<file path="config.mk">
export PLATFORM = sky130hd
export DESIGN_NAME = pdiu_top
export DESIGN_NICKNAME = d
export VERILOG_FILES = /design/src/hdl/pdiu_pkg.sv /design/src/hdl/pdiu_diag_queue.sv /design/src/hdl/pdiu_top.sv
export VERILOG_INCLUDE_DIRS = /design/src /design/src/hdl
export SDC_FILE = /design/constraint.sdc
export NUM_CORES = 1
export LEC_CHECK = 0
export BUFFER_PORTS_ARGS = -buffer_cell sky130_fd_sc_hd__buf_2
export CAP_MARGIN = 20
export CORE_MARGIN = 1.5
export CORE_UTILIZATION = 61
export CTS_BUF_LIST = sky130_fd_sc_hd__clkbuf_8
export DETAILED_ROUTE_END_ITERATION = 16
export PLACE_DENSITY_LB_ADDON = 0.12
export SYNTH_ARGS = -nofsm -noshare
export SYNTH_HDL_FRONTEND = slang
export SYNTH_SLANG_ARGS = --single-unit
</file>
<file path="constraint.sdc">
create_clock -name i_mclk -period 2.94 [get_ports i_mclk]
set_input_delay 0.441 -clock i_mclk [delete_from_list [all_inputs] [get_ports i_mclk]]
set_output_delay 0.441 -clock i_mclk [all_outputs]
set_load 0.005 [all_outputs]
</file>
<file path="src/hdl/pdiu_params.svh">
// Offsets, field positions, reset values and sizes of the interrupt unit
`ifndef PDIU_PARAMS_SVH
`define PDIU_PARAMS_SVH

`define PDIU_OFS_CTRL     8'h00
`define PDIU_OFS_TRIG     8'h04
`define PDIU_OFS_EDGE     8'h08
`define PDIU_OFS_BASE     8'h0C
`define PDIU_OFS_PWORD    8'h10
`define PDIU_OFS_DWORD    8'h14
`define PDIU_OFS_STAT     8'h18
`define PDIU_OFS_ACK      8'h1C

`define PDIU_CTRL_MODE_LO 0
`define PDIU_CTRL_SEL_DP  2
`define PDIU_CTRL_DIAG_EN 3
`define PDIU_CTRL_SWGATE  4

`define PDIU_TRIG_OVF_LO  0
`define PDIU_TRIG_CMP_LO  4
`define PDIU_TRIG_GOPEN   8
`define PDIU_TRIG_GCLOSE  9
`define PDIU_TRIG_LATCH   10
`define PDIU_TRIG_FEND_LO 11

`define PDIU_ACK_PROC     0
`define PDIU_ACK_DIAG     1

`define PDIU_RST_CTRL     8'h00
`define PDIU_RST_TRIG     16'h0000
`define PDIU_RST_EDGE     16'h0000
`define PDIU_RST_BASE     16'h0000

`define PDIU_SRC_NUM      7
`define PDIU_SRC_OUT_SUP  4
`define PDIU_SRC_IN_SUP   5
`define PDIU_SRC_DO_SHORT 6
`define PDIU_QDEPTH       8
`define PDIU_QAW          3

`endif

</file>
<file path="src/hdl/pdiu_pkg.sv">
// Types shared by the interrupt unit
package pdiu_pkg;
	typedef enum logic [1:0] {
		PDIU_ST_IDLE = 2'b00,
		PDIU_ST_PROC = 2'b01,
		PDIU_ST_DIAG = 2'b10,
		PDIU_ST_NEST = 2'b11
	} pdiu_state_t;

	typedef enum logic [1:0] {
		PDIU_MODE_ALARM = 2'b00,
		PDIU_MODE_COUNT = 2'b01,
		PDIU_MODE_FREQ  = 2'b10,
		PDIU_MODE_OFF   = 2'b11
	} pdiu_mode_t;

	typedef struct packed {
		logic [3:0] src;
		logic       outgoing;
	} pdiu_qent_t;
endpackage

</file>
<file path="src/hdl/pdiu_diag_queue.sv">
// Ordered queue of pending diagnostic handler calls
`timescale 1ns/1ps
`include "pdiu_params.svh"
module pdiu_diag_queue
	import pdiu_pkg::*;
(
	input  wire logic       i_mclk,
	input  wire logic       i_rstn,
	input  wire logic       i_push,
	input  wire pdiu_qent_t i_data,
	input  wire logic       i_pop,
	output pdiu_qent_t      o_data,
	output logic            o_empty,
	output logic            o_full
);
	typedef struct packed {
		pdiu_qent_t [`PDIU_QDEPTH-1:0] mem;
		logic [`PDIU_QAW-1:0]          wp;
		logic [`PDIU_QAW-1:0]          rp;
		logic [`PDIU_QAW:0]            cnt;
	} pdiu_q_t;

	pdiu_q_t q_ff;
	pdiu_q_t nxt_q;
	logic    do_push;
	logic    do_pop;

	assign o_empty = (q_ff.cnt == '0);
	assign o_full  = (q_ff.cnt == (`PDIU_QAW+1)'(`PDIU_QDEPTH));
	assign o_data  = q_ff.mem[q_ff.rp];
	assign do_push = i_push && !o_full;
	assign do_pop  = i_pop && !o_empty;

	always_comb begin
		nxt_q = q_ff;
		if (do_push) begin
			nxt_q.mem[q_ff.wp] = i_data;
			nxt_q.wp = q_ff.wp + 1'b1;
		end
		if (do_pop) begin
			nxt_q.rp = q_ff.rp + 1'b1;
		end
		if (do_push && !do_pop) begin
			nxt_q.cnt = q_ff.cnt + 1'b1;
		end else if (do_pop && !do_push) begin
			nxt_q.cnt = q_ff.cnt - 1'b1;
		end
	end

	always_ff @(posedge i_mclk or negedge i_rstn) begin
		if (!i_rstn) begin
			q_ff <= '0;
		end else begin
			q_ff <= nxt_q;
		end
	end
endmodule

</file>
<file path="src/hdl/pdiu_top.sv">
// Process and diagnostic interrupt unit of the on-board I/O periphery
//
// Added by the designer: the strobed register port and the address map.
`timescale 1ns/1ps
`include "pdiu_params.svh"
module pdiu_top
	import pdiu_pkg::*;
(
	input  wire logic        i_mclk,
	input  wire logic        i_rstn,
	input  wire logic [7:0]  i_addr,
	input  wire logic [31:0] i_wdata,
	input  wire logic        i_wr,
	input  wire logic        i_rd,
	input  wire logic [15:0] i_di_pin,
	input  wire logic        i_out_sup_fail,
	input  wire logic        i_in_sup_fail,
	input  wire logic        i_elec_sup_fail,
	input  wire logic        i_do_short,
	input  wire logic [3:0]  i_cnt_ovf,
	input  wire logic [3:0]  i_cnt_cmp,
	input  wire logic        i_cnt3_gate_open,
	input  wire logic        i_cnt3_gate_close,
	input  wire logic        i_cnt3_latch,
	input  wire logic [3:0]  i_freq_end,
	input  wire logic [1:0]  i_pulse_out,
	output logic [31:0]      o_rdata,
	output logic             o_proc_irq,
	output logic             o_diag_irq,
	output logic             o_diag_buf_we,
	output logic [3:0]       o_diag_buf_src,
	output logic             o_diag_buf_out,
	output logic             o_sys_fault_led,
	output logic [1:0]       o_pulse_led,
	output logic             o_out_gnd_fault_led,
	output logic             o_elec_sup_led,
	output logic             o_in_sup_led,
	output logic             o_out_sup_led
);
	typedef struct packed {
		logic [15:0]               di_s1;
		logic [15:0]               di_s2;
		logic [15:0]               di_prev;
		logic [3:0]                flt_s1;
		logic [3:0]                flt_s2;
		logic [3:0]                flt_prev;
		logic [7:0]                ctrl;
		logic [15:0]               trig;
		logic [15:0]               edge_en;
		logic [15:0]               base;
		logic [31:0]               pend;
		logic [31:0]               pword;
		logic [15:0]               pbase;
		logic [3:0]                pset;
		pdiu_qent_t                dword;
		pdiu_state_t               st;
		logic [`PDIU_SRC_NUM-1:0]  win;
		logic [`PDIU_SRC_NUM-1:0]  req_in;
		logic [`PDIU_SRC_NUM-1:0]  req_out;
		logic [31:0]               rdata;
		logic                      proc_irq;
		logic                      diag_irq;
		logic                      buf_we;
		logic [3:0]                buf_src;
		logic                      buf_out;
		logic                      system_fault_indicator;
		logic [1:0]                pulse_led;
		logic                      gnd_led;
		logic [2:0]                sup_led;
	} pdiu_st_t;

	pdiu_st_t   s_ff;
	pdiu_st_t   nxt_s;
	logic       q_push;
	pdiu_qent_t q_wdata;
	logic       q_pop;
	pdiu_qent_t q_rdata;
	logic       q_empty;
	logic       q_full;

	// Event byte of one channel for the configured mode
	function automatic logic [7:0] chan_events(input pdiu_mode_t mode, input int unsigned c,
		input logic [15:0] edges, input logic [15:0] trig, input logic swgate);
		logic [7:0] ev;
		ev = 8'h00;
		case (mode)
			PDIU_MODE_ALARM: begin
				if (c == 0) begin
					ev = edges[7:0];
				end else if (c == 1) begin
					ev = edges[15:8];
				end
			end
			PDIU_MODE_COUNT: begin
				ev[2] = i_cnt_ovf[c] && trig[`PDIU_TRIG_OVF_LO+c];
				ev[3] = i_cnt_cmp[c] && trig[`PDIU_TRIG_CMP_LO+c];
				if (c == 3) begin
					ev[0] = i_cnt3_gate_open && swgate && trig[`PDIU_TRIG_GOPEN];
					ev[1] = i_cnt3_gate_close && swgate && trig[`PDIU_TRIG_GCLOSE];
					ev[4] = i_cnt3_latch && trig[`PDIU_TRIG_LATCH];
				end
			end
			PDIU_MODE_FREQ: begin
				ev[0] = i_freq_end[c] && trig[`PDIU_TRIG_FEND_LO+c];
			end
			default: begin
				ev = 8'h00;
			end
		endcase
		return ev;
	endfunction

	pdiu_diag_queue u_queue (
		.i_mclk  (i_mclk),
		.i_rstn  (i_rstn),
		.i_push  (q_push),
		.i_data  (q_wdata),
		.i_pop   (q_pop),
		.o_data  (q_rdata),
		.o_empty (q_empty),
		.o_full  (q_full)
	);

	always_comb begin
		logic [15:0] edges;
		logic [3:0]  flt_rise;
		logic [3:0]  flt_fall;
		logic [7:0]  ev;
		logic        diag_en;
		logic        sel_dp;
		logic        picked;
		logic        ack_proc;
		logic        ack_diag;
		logic        diag_pend;
		pdiu_mode_t  mode;
		edges    = '0;
		flt_rise = '0;
		flt_fall = '0;
		ev       = '0;
		picked   = 1'b0;
		diag_pend = 1'b0;
		nxt_s    = s_ff;
		q_push   = 1'b0;
		q_wdata  = '0;
		q_pop    = 1'b0;
		mode     = pdiu_mode_t'(s_ff.ctrl[`PDIU_CTRL_MODE_LO +: 2]);
		diag_en  = s_ff.ctrl[`PDIU_CTRL_DIAG_EN];
		sel_dp   = s_ff.ctrl[`PDIU_CTRL_SEL_DP];
		ack_proc = i_wr && (i_addr == `PDIU_OFS_ACK) && i_wdata[`PDIU_ACK_PROC];
		ack_diag = i_wr && (i_addr == `PDIU_OFS_ACK) && i_wdata[`PDIU_ACK_DIAG];

		// Pin synchronisers
		nxt_s.di_s1    = i_di_pin;
		nxt_s.di_s2    = s_ff.di_s1;
		nxt_s.di_prev  = s_ff.di_s2;
		nxt_s.flt_s1   = {i_elec_sup_fail, i_do_short, i_in_sup_fail, i_out_sup_fail};
		nxt_s.flt_s2   = s_ff.flt_s1;
		nxt_s.flt_prev = s_ff.flt_s2;
		edges    = (s_ff.di_s2 ^ s_ff.di_prev) & s_ff.edge_en;
		flt_rise = s_ff.flt_s2 & ~s_ff.flt_prev;
		flt_fall = ~s_ff.flt_s2 & s_ff.flt_prev;

		// Register writes
		if (i_wr) begin
			if (i_addr == `PDIU_OFS_CTRL) begin
				nxt_s.ctrl = i_wdata[7:0];
			end else if (i_addr == `PDIU_OFS_TRIG) begin
				nxt_s.trig = i_wdata[15:0];
			end else if (i_addr == `PDIU_OFS_EDGE) begin
				nxt_s.edge_en = i_wdata[15:0];
			end else if (i_addr == `PDIU_OFS_BASE) begin
				nxt_s.base = i_wdata[15:0];
			end
		end

		// Register reads, data one cycle later
		nxt_s.rdata = 32'h0000_0000;
		if (i_rd) begin
			if (i_addr == `PDIU_OFS_CTRL) begin
				nxt_s.rdata = {24'h00_0000, s_ff.ctrl};
			end else if (i_addr == `PDIU_OFS_TRIG) begin
				nxt_s.rdata = {16'h0000, s_ff.trig};
			end else if (i_addr == `PDIU_OFS_EDGE) begin
				nxt_s.rdata = {16'h0000, s_ff.edge_en};
			end else if (i_addr == `PDIU_OFS_BASE) begin
				nxt_s.rdata = {16'h0000, s_ff.base};
			end else if (i_addr == `PDIU_OFS_PWORD) begin
				nxt_s.rdata = s_ff.pword;
			end else if (i_addr == `PDIU_OFS_DWORD) begin
				nxt_s.rdata = {27'h000_0000, s_ff.dword};
			end else if (i_addr == `PDIU_OFS_STAT) begin
				nxt_s.rdata = {s_ff.pbase, 5'h00, s_ff.win, q_full, q_empty, s_ff.st};
			end
		end

		// Handler completion
		if (ack_proc && (s_ff.st == PDIU_ST_PROC)) begin
			for (int c = 0; c < 4; c++) begin
				if (s_ff.pset[c] && s_ff.win[c]) begin
					if (diag_en) begin
						nxt_s.req_out[c] = 1'b1;
					end else begin
						nxt_s.win[c] = 1'b0;
					end
				end
			end
			nxt_s.pset = 4'h0;
			nxt_s.st   = PDIU_ST_IDLE;
		end else if (ack_diag && (s_ff.st == PDIU_ST_DIAG)) begin
			nxt_s.st = PDIU_ST_IDLE;
		end else if (ack_diag && (s_ff.st == PDIU_ST_NEST)) begin
			nxt_s.st = PDIU_ST_PROC;
		end

		// Requests not yet queued hold back process calls
		diag_pend = (s_ff.req_in != '0) || (nxt_s.req_out != '0);

		// Dispatch: queued diagnostics before any process call
		if (!q_empty && ((nxt_s.st == PDIU_ST_IDLE) || (nxt_s.st == PDIU_ST_PROC))) begin
			q_pop       = 1'b1;
			nxt_s.dword = q_rdata;
			nxt_s.st    = (nxt_s.st == PDIU_ST_PROC) ? PDIU_ST_NEST : PDIU_ST_DIAG;
			nxt_s.buf_we  = 1'b1;
			nxt_s.buf_src = q_rdata.src;
			nxt_s.buf_out = q_rdata.outgoing;
			if (q_rdata.outgoing) begin
				nxt_s.win[q_rdata.src[2:0]] = 1'b0;
			end
		end else begin
			nxt_s.buf_we = 1'b0;
			if (q_empty && !diag_pend && (nxt_s.st == PDIU_ST_IDLE) && (s_ff.pend != 32'h0)) begin
				nxt_s.pword = s_ff.pend;
				nxt_s.pbase = s_ff.base;
				for (int c = 0; c < 4; c++) begin
					nxt_s.pset[c] = (s_ff.pend[8*c +: 8] != 8'h00);
				end
				nxt_s.pend = 32'h0;
				nxt_s.st   = PDIU_ST_PROC;
			end
		end

		// Channel events
		for (int unsigned c = 0; c < 4; c++) begin
			ev = sel_dp ? chan_events(mode, c, edges, s_ff.trig, s_ff.ctrl[`PDIU_CTRL_SWGATE]) : 8'h00;
			if (ev != 8'h00) begin
				if (s_ff.win[c]) begin
					ev = 8'h00;
				end else if (s_ff.pset[c] && ((ev & s_ff.pword[8*c +: 8]) != 8'h00) && diag_en) begin
					nxt_s.req_in[c] = 1'b1;
					nxt_s.win[c]    = 1'b1;
				end else begin
					nxt_s.pend[8*c +: 8] = nxt_s.pend[8*c +: 8] | ev;
				end
			end
		end

		// Supply and output faults
		for (int f = 0; f < 3; f++) begin
			if (flt_rise[f] && diag_en && !s_ff.win[4+f]) begin
				nxt_s.req_in[4+f] = 1'b1;
				nxt_s.win[4+f]    = 1'b1;
			end else if (flt_fall[f] && s_ff.win[4+f]) begin
				if (diag_en) begin
					nxt_s.req_out[4+f] = 1'b1;
				end else begin
					nxt_s.win[4+f] = 1'b0;
				end
			end
		end

		// One queue entry per cycle, lowest source first
		for (int j = 0; j < `PDIU_SRC_NUM; j++) begin
			if (!picked && !q_full && s_ff.req_in[j]) begin
				picked = 1'b1;
				q_push = 1'b1;
				q_wdata.src = 4'(j);
				q_wdata.outgoing = 1'b0;
				nxt_s.req_in[j] = 1'b0;
			end else if (!picked && !q_full && s_ff.req_out[j] && !s_ff.req_in[j]) begin
				picked = 1'b1;
				q_push = 1'b1;
				q_wdata.src = 4'(j);
				q_wdata.outgoing = 1'b1;
				nxt_s.req_out[j] = 1'b0;
			end
		end

		// Outputs and indicators
		nxt_s.proc_irq  = (nxt_s.st == PDIU_ST_PROC);
		nxt_s.diag_irq  = (nxt_s.st == PDIU_ST_DIAG) || (nxt_s.st == PDIU_ST_NEST);
		nxt_s.system_fault_indicator    = (nxt_s.win != '0);
		nxt_s.pulse_led = i_pulse_out;
		nxt_s.gnd_led   = s_ff.flt_s2[2];
		nxt_s.sup_led   = ~{s_ff.flt_s2[1], s_ff.flt_s2[0], s_ff.flt_s2[3]};
	end

	always_ff @(posedge i_mclk or negedge i_rstn) begin
		if (!i_rstn) begin
			s_ff         <= '0;
			s_ff.ctrl    <= `PDIU_RST_CTRL;
			s_ff.trig    <= `PDIU_RST_TRIG;
			s_ff.edge_en <= `PDIU_RST_EDGE;
			s_ff.base    <= `PDIU_RST_BASE;
			s_ff.st      <= PDIU_ST_IDLE;
		end else begin
			s_ff <= nxt_s;
		end
	end

	assign o_rdata             = s_ff.rdata;
	assign o_proc_irq          = s_ff.proc_irq;
	assign o_diag_irq          = s_ff.diag_irq;
	assign o_diag_buf_we       = s_ff.buf_we;
	assign o_diag_buf_src      = s_ff.buf_src;
	assign o_diag_buf_out      = s_ff.buf_out;
	assign o_sys_fault_led     = s_ff.system_fault_indicator;
	assign o_pulse_led         = s_ff.pulse_led;
	assign o_out_gnd_fault_led = s_ff.gnd_led;
	assign o_elec_sup_led      = s_ff.sup_led[0];
	assign o_in_sup_led        = s_ff.sup_led[2];
	assign o_out_sup_led       = s_ff.sup_led[1];
endmodule

</file>
==> out/qor.csv <==
metric,value,unit
reg2reg path depth,9,
total CTS buffers,48,
relative max-transition margin,55.5,%
final period utilization,95.5,%
areal power density over the cells,604,nW/um^2
CP Data Required Time,3350,ps
Hold Startpoint,i_wdata[14],
Worst IR Drop VDD,0.559,mV
mean post-synth cell area,12.8,um^2
Initial Util,61.9,%
CTS Sinks,293,
Async SR Flop Fraction,100,%
crit path time final,2810,ps
fin. max-slew vios,0,
clk buf depth,3,
Synth Cell Area,12400,um^2
clock latency on the worst-skew pair,560,ps
via count,8512,
"EDFF count, synth",0,
register area share after synthesis,58.9,%
RSZ-0062 raised after global routing,false,
Root Buffer,clkbuf_8,
outcome,finished clean,
I/O pin count,128,
via/cell ratio,5.93,
Peak Freq,356,MHz
Routed WL,29600,um
# port buffers,110,
worst r2r dst,o_sys_fault_led$_DFF_PN0_,
final hold violation count,0,
"setup slack, reg-to-reg",130,ps
1st-pass router iterations,6,
final worst setup slack,132,ps
Worst-path clk slew,60,ps
"commonest non-fill, non-tap cell in the layout",dfrtp_1,
Synth cell types,70,
routability cong.,0.906,
setup_tns,0,ps
endpoint type of the worst setup path,register,
hold depth,2,
worst-margin pin slew,668,ps
DRC,0,
vias in the first global route,8641,
max-cap violations,0,
die width,146,um
area growth from synthesis to layout,17.0,%
Hold Path Class,input port to register,
Synth Register Bits,293,
RR Startpoint,s_ff[208]$_DFFE_PN0P_,
GR Util All Layers,28.6,%
Worst Skew,26.0,ps
worst-path maximum fanout,11,
die area,21300,um^2
core area,20100,um^2
WL/cell,20.6,um
hold path endpoint,s_ff[205]$_DFFE_PN0P_,
Syn. warnings,0,
DRT iter0 DRCs,762,
fraction of layout cells with a size suffix above 1,29.1,%
CTS tree,built,
Main synth FF type,dfrtp_1,
first-pass GRT wire length,46900,um
post-route ant nets,0,
Final Setup Violations,0,
leakage power,7.09,nW
row count,52,
aggregate global routing overflow,0,
pin count of the biggest net entering global routing,78,
Worst EP arrival,3220,ps
"Net Count, Synth",1065,
Die H,146,um
Mapped Cells,975,
crit path kind,register to register,
dpl hpwl,21000,um
dpl ws,64.5,ps
H-Tree Depth,2,
"commonest non-fill, non-tap cells in the layout","293 x dfrtp_1, 109 x buf_2, 90 x mux2_2, 66 x nand2_1, 62 x clkbuf_8",
layout net count,1217,
CP Launch Type,register,
initial antenna violation count,0,
## metal layers
| metal | GRT usage [%] | wire (um) | up-vias | share of wire (%) |
|---|---|---|---|---|
| met5 | 0 | 0 | - | 0 |
| met4 | 9.39 | 818 | 0 | 2.8 |
| met3 | 4.83 | 2060 | 54 | 7.0 |
| met2 | 48.5 | 14700 | 312 | 50 |
| met1 | 37.7 | 12000 | 4297 | 40 |
| li1 | - | - | 3849 | - |
## flip-flops by register name (all words and copies together) (netlist names), 2 cells and up
name            flops
o_diag_buf_src      3
s_ff              166
nxt_s              40
u_queue.q_ff       42
o_pulse_led         2
o_rdata            32
## how the worst max path moves through the flow
| stage | startpoint | end | slack, ps | cells after the start |
|---|---|---|---|---|
| final | s_ff[208]$_DFFE_PN0P_ | o_sys_fault_led$_DFF_PN0_ | 130 | 9 |
| after global routing | s_ff[208]$_DFFE_PN0P_ | o_sys_fault_led$_DFF_PN0_ | 40 | 9 |
| after CTS | s_ff[208]$_DFFE_PN0P_ | o_sys_fault_led$_DFF_PN0_ | 120 | 9 |
| after detailed placement | i_addr[5] | u_queue.q_ff[3]$_DFFE_PN0P_ | 60 | 12 |
| after floorplan | i_addr[5] | u_queue.q_ff[3]$_DFFE_PN0P_ | 100 | 12 |
| after global placement | i_addr[5] | u_queue.q_ff[3]$_DFFE_PN0P_ | 100 | 12 |
## area by class of cell
cell class,count,area (um^2)
Tap cell,270,338
Inverter,19,71.3
Clock buffer,62,853
Fill cell,1434,5550
Sequential cell,293,7330
Timing Repair Buffer,175,1170
Antenna cell,1,2.50
Clock inverter,26,199
Multi-Input combinational cell,590,4590
## report_power, final
| group | internal, mW | total, mW | switching [mW] |
|---|---|---|---|
| clock network | 2.17 | 3.75 | 1.59 |
| registers | 4.19 | 4.36 | 0.170 |
| logic | 0.311 | 0.677 | 0.365 |
## Yosys cell counts, types with 3 or more instances
cell / instances / share of area (%)
buf_2: 7 / 0.28
xor2_1: 12 / 0.84
a221oi_1: 11 / 0.77
and2_1: 13 / 0.65
mux2i_1: 11 / 0.89
nor4_1: 7 / 0.35
o22ai_1: 14 / 0.70
o21ai_0: 27 / 1.1
a32o_1: 5 / 0.40
mux2_1: 42 / 3.8
a222oi_1: 6 / 0.48
a21boi_0: 4 / 0.24
dfrtp_1: 293 / 59
a22o_1: 20 / 1.4
nor3_1: 15 / 0.60
clkbuf_1: 23 / 0.69
buf_4: 40 / 2.4
a31oi_1: 4 / 0.20
a21oi_1: 25 / 1.0
nand2b_1: 4 / 0.20
or3_1: 5 / 0.25
o31ai_1: 6 / 0.36
o221ai_1: 5 / 0.35
nand3b_1: 3 / 0.18
nor2_1: 45 / 1.4
nand3_1: 27 / 1.1
nand2_1: 66 / 2.0
nand4_1: 9 / 0.45
nor2b_1: 9 / 0.45
a22oi_1: 20 / 1.2
ha_1: 8 / 0.80
mux4_1: 5 / 1.1
or4_1: 3 / 0.18
and3_1: 14 / 0.70
mux2_2: 90 / 8.1
inv_1: 19 / 0.57
xnor2_1: 12 / 0.84
## logic make-up (layout without fill, tap and decap cells)
kind of cell	Yosys count	in the layout	share of synthesized area, %
other	1	2	0.0301
and+or+nand+nor	242	242	10.4
AOI/OAI and AO/OA	163	163	9.35
DFF	293	293	58.9
xor gates and xnor gates	24	24	1.69
buffers and inverters	92	282	4.17
adders and majority gates	9	9	0.966
muxes	151	151	14.4
## timing repair
| action | CTS | global route |
|---|---|---|
| gates resized for setup | 0 | 1 |
| hold buffers | 23 | 0 |
| endpoints found under the setup margin | 0 | 1 |
| hold endpoints to repair | 95 | 0 |
| setup buffers | 0 | 0 |
## worst max-delay path, stage by stage (launching register included)
cell and delay, ps:
dfrtp_1 400, inv_1 80, ha_1 190, and2_2 290, and3_1 240, a222oi_1 380, a31oi_1 230, nand3_1 190
nand4_1 160, or4_1 500
## stage by stage
step                power [mW]  std cells  utilization (%)  area (um^2)  hold slack (ps)
global placement          5.06       1324             66.0        13300              331
global route              9.17       1435             72.4        14600              143
detailed placement        5.08       1324             66.0        13300              335
floorplan                 4.77        975                -        12400              145
CTS                       8.87       1435             72.4        14600              135
finish                    8.79       1436             72.4        14600              146
(Power assumes the default switching activity.)
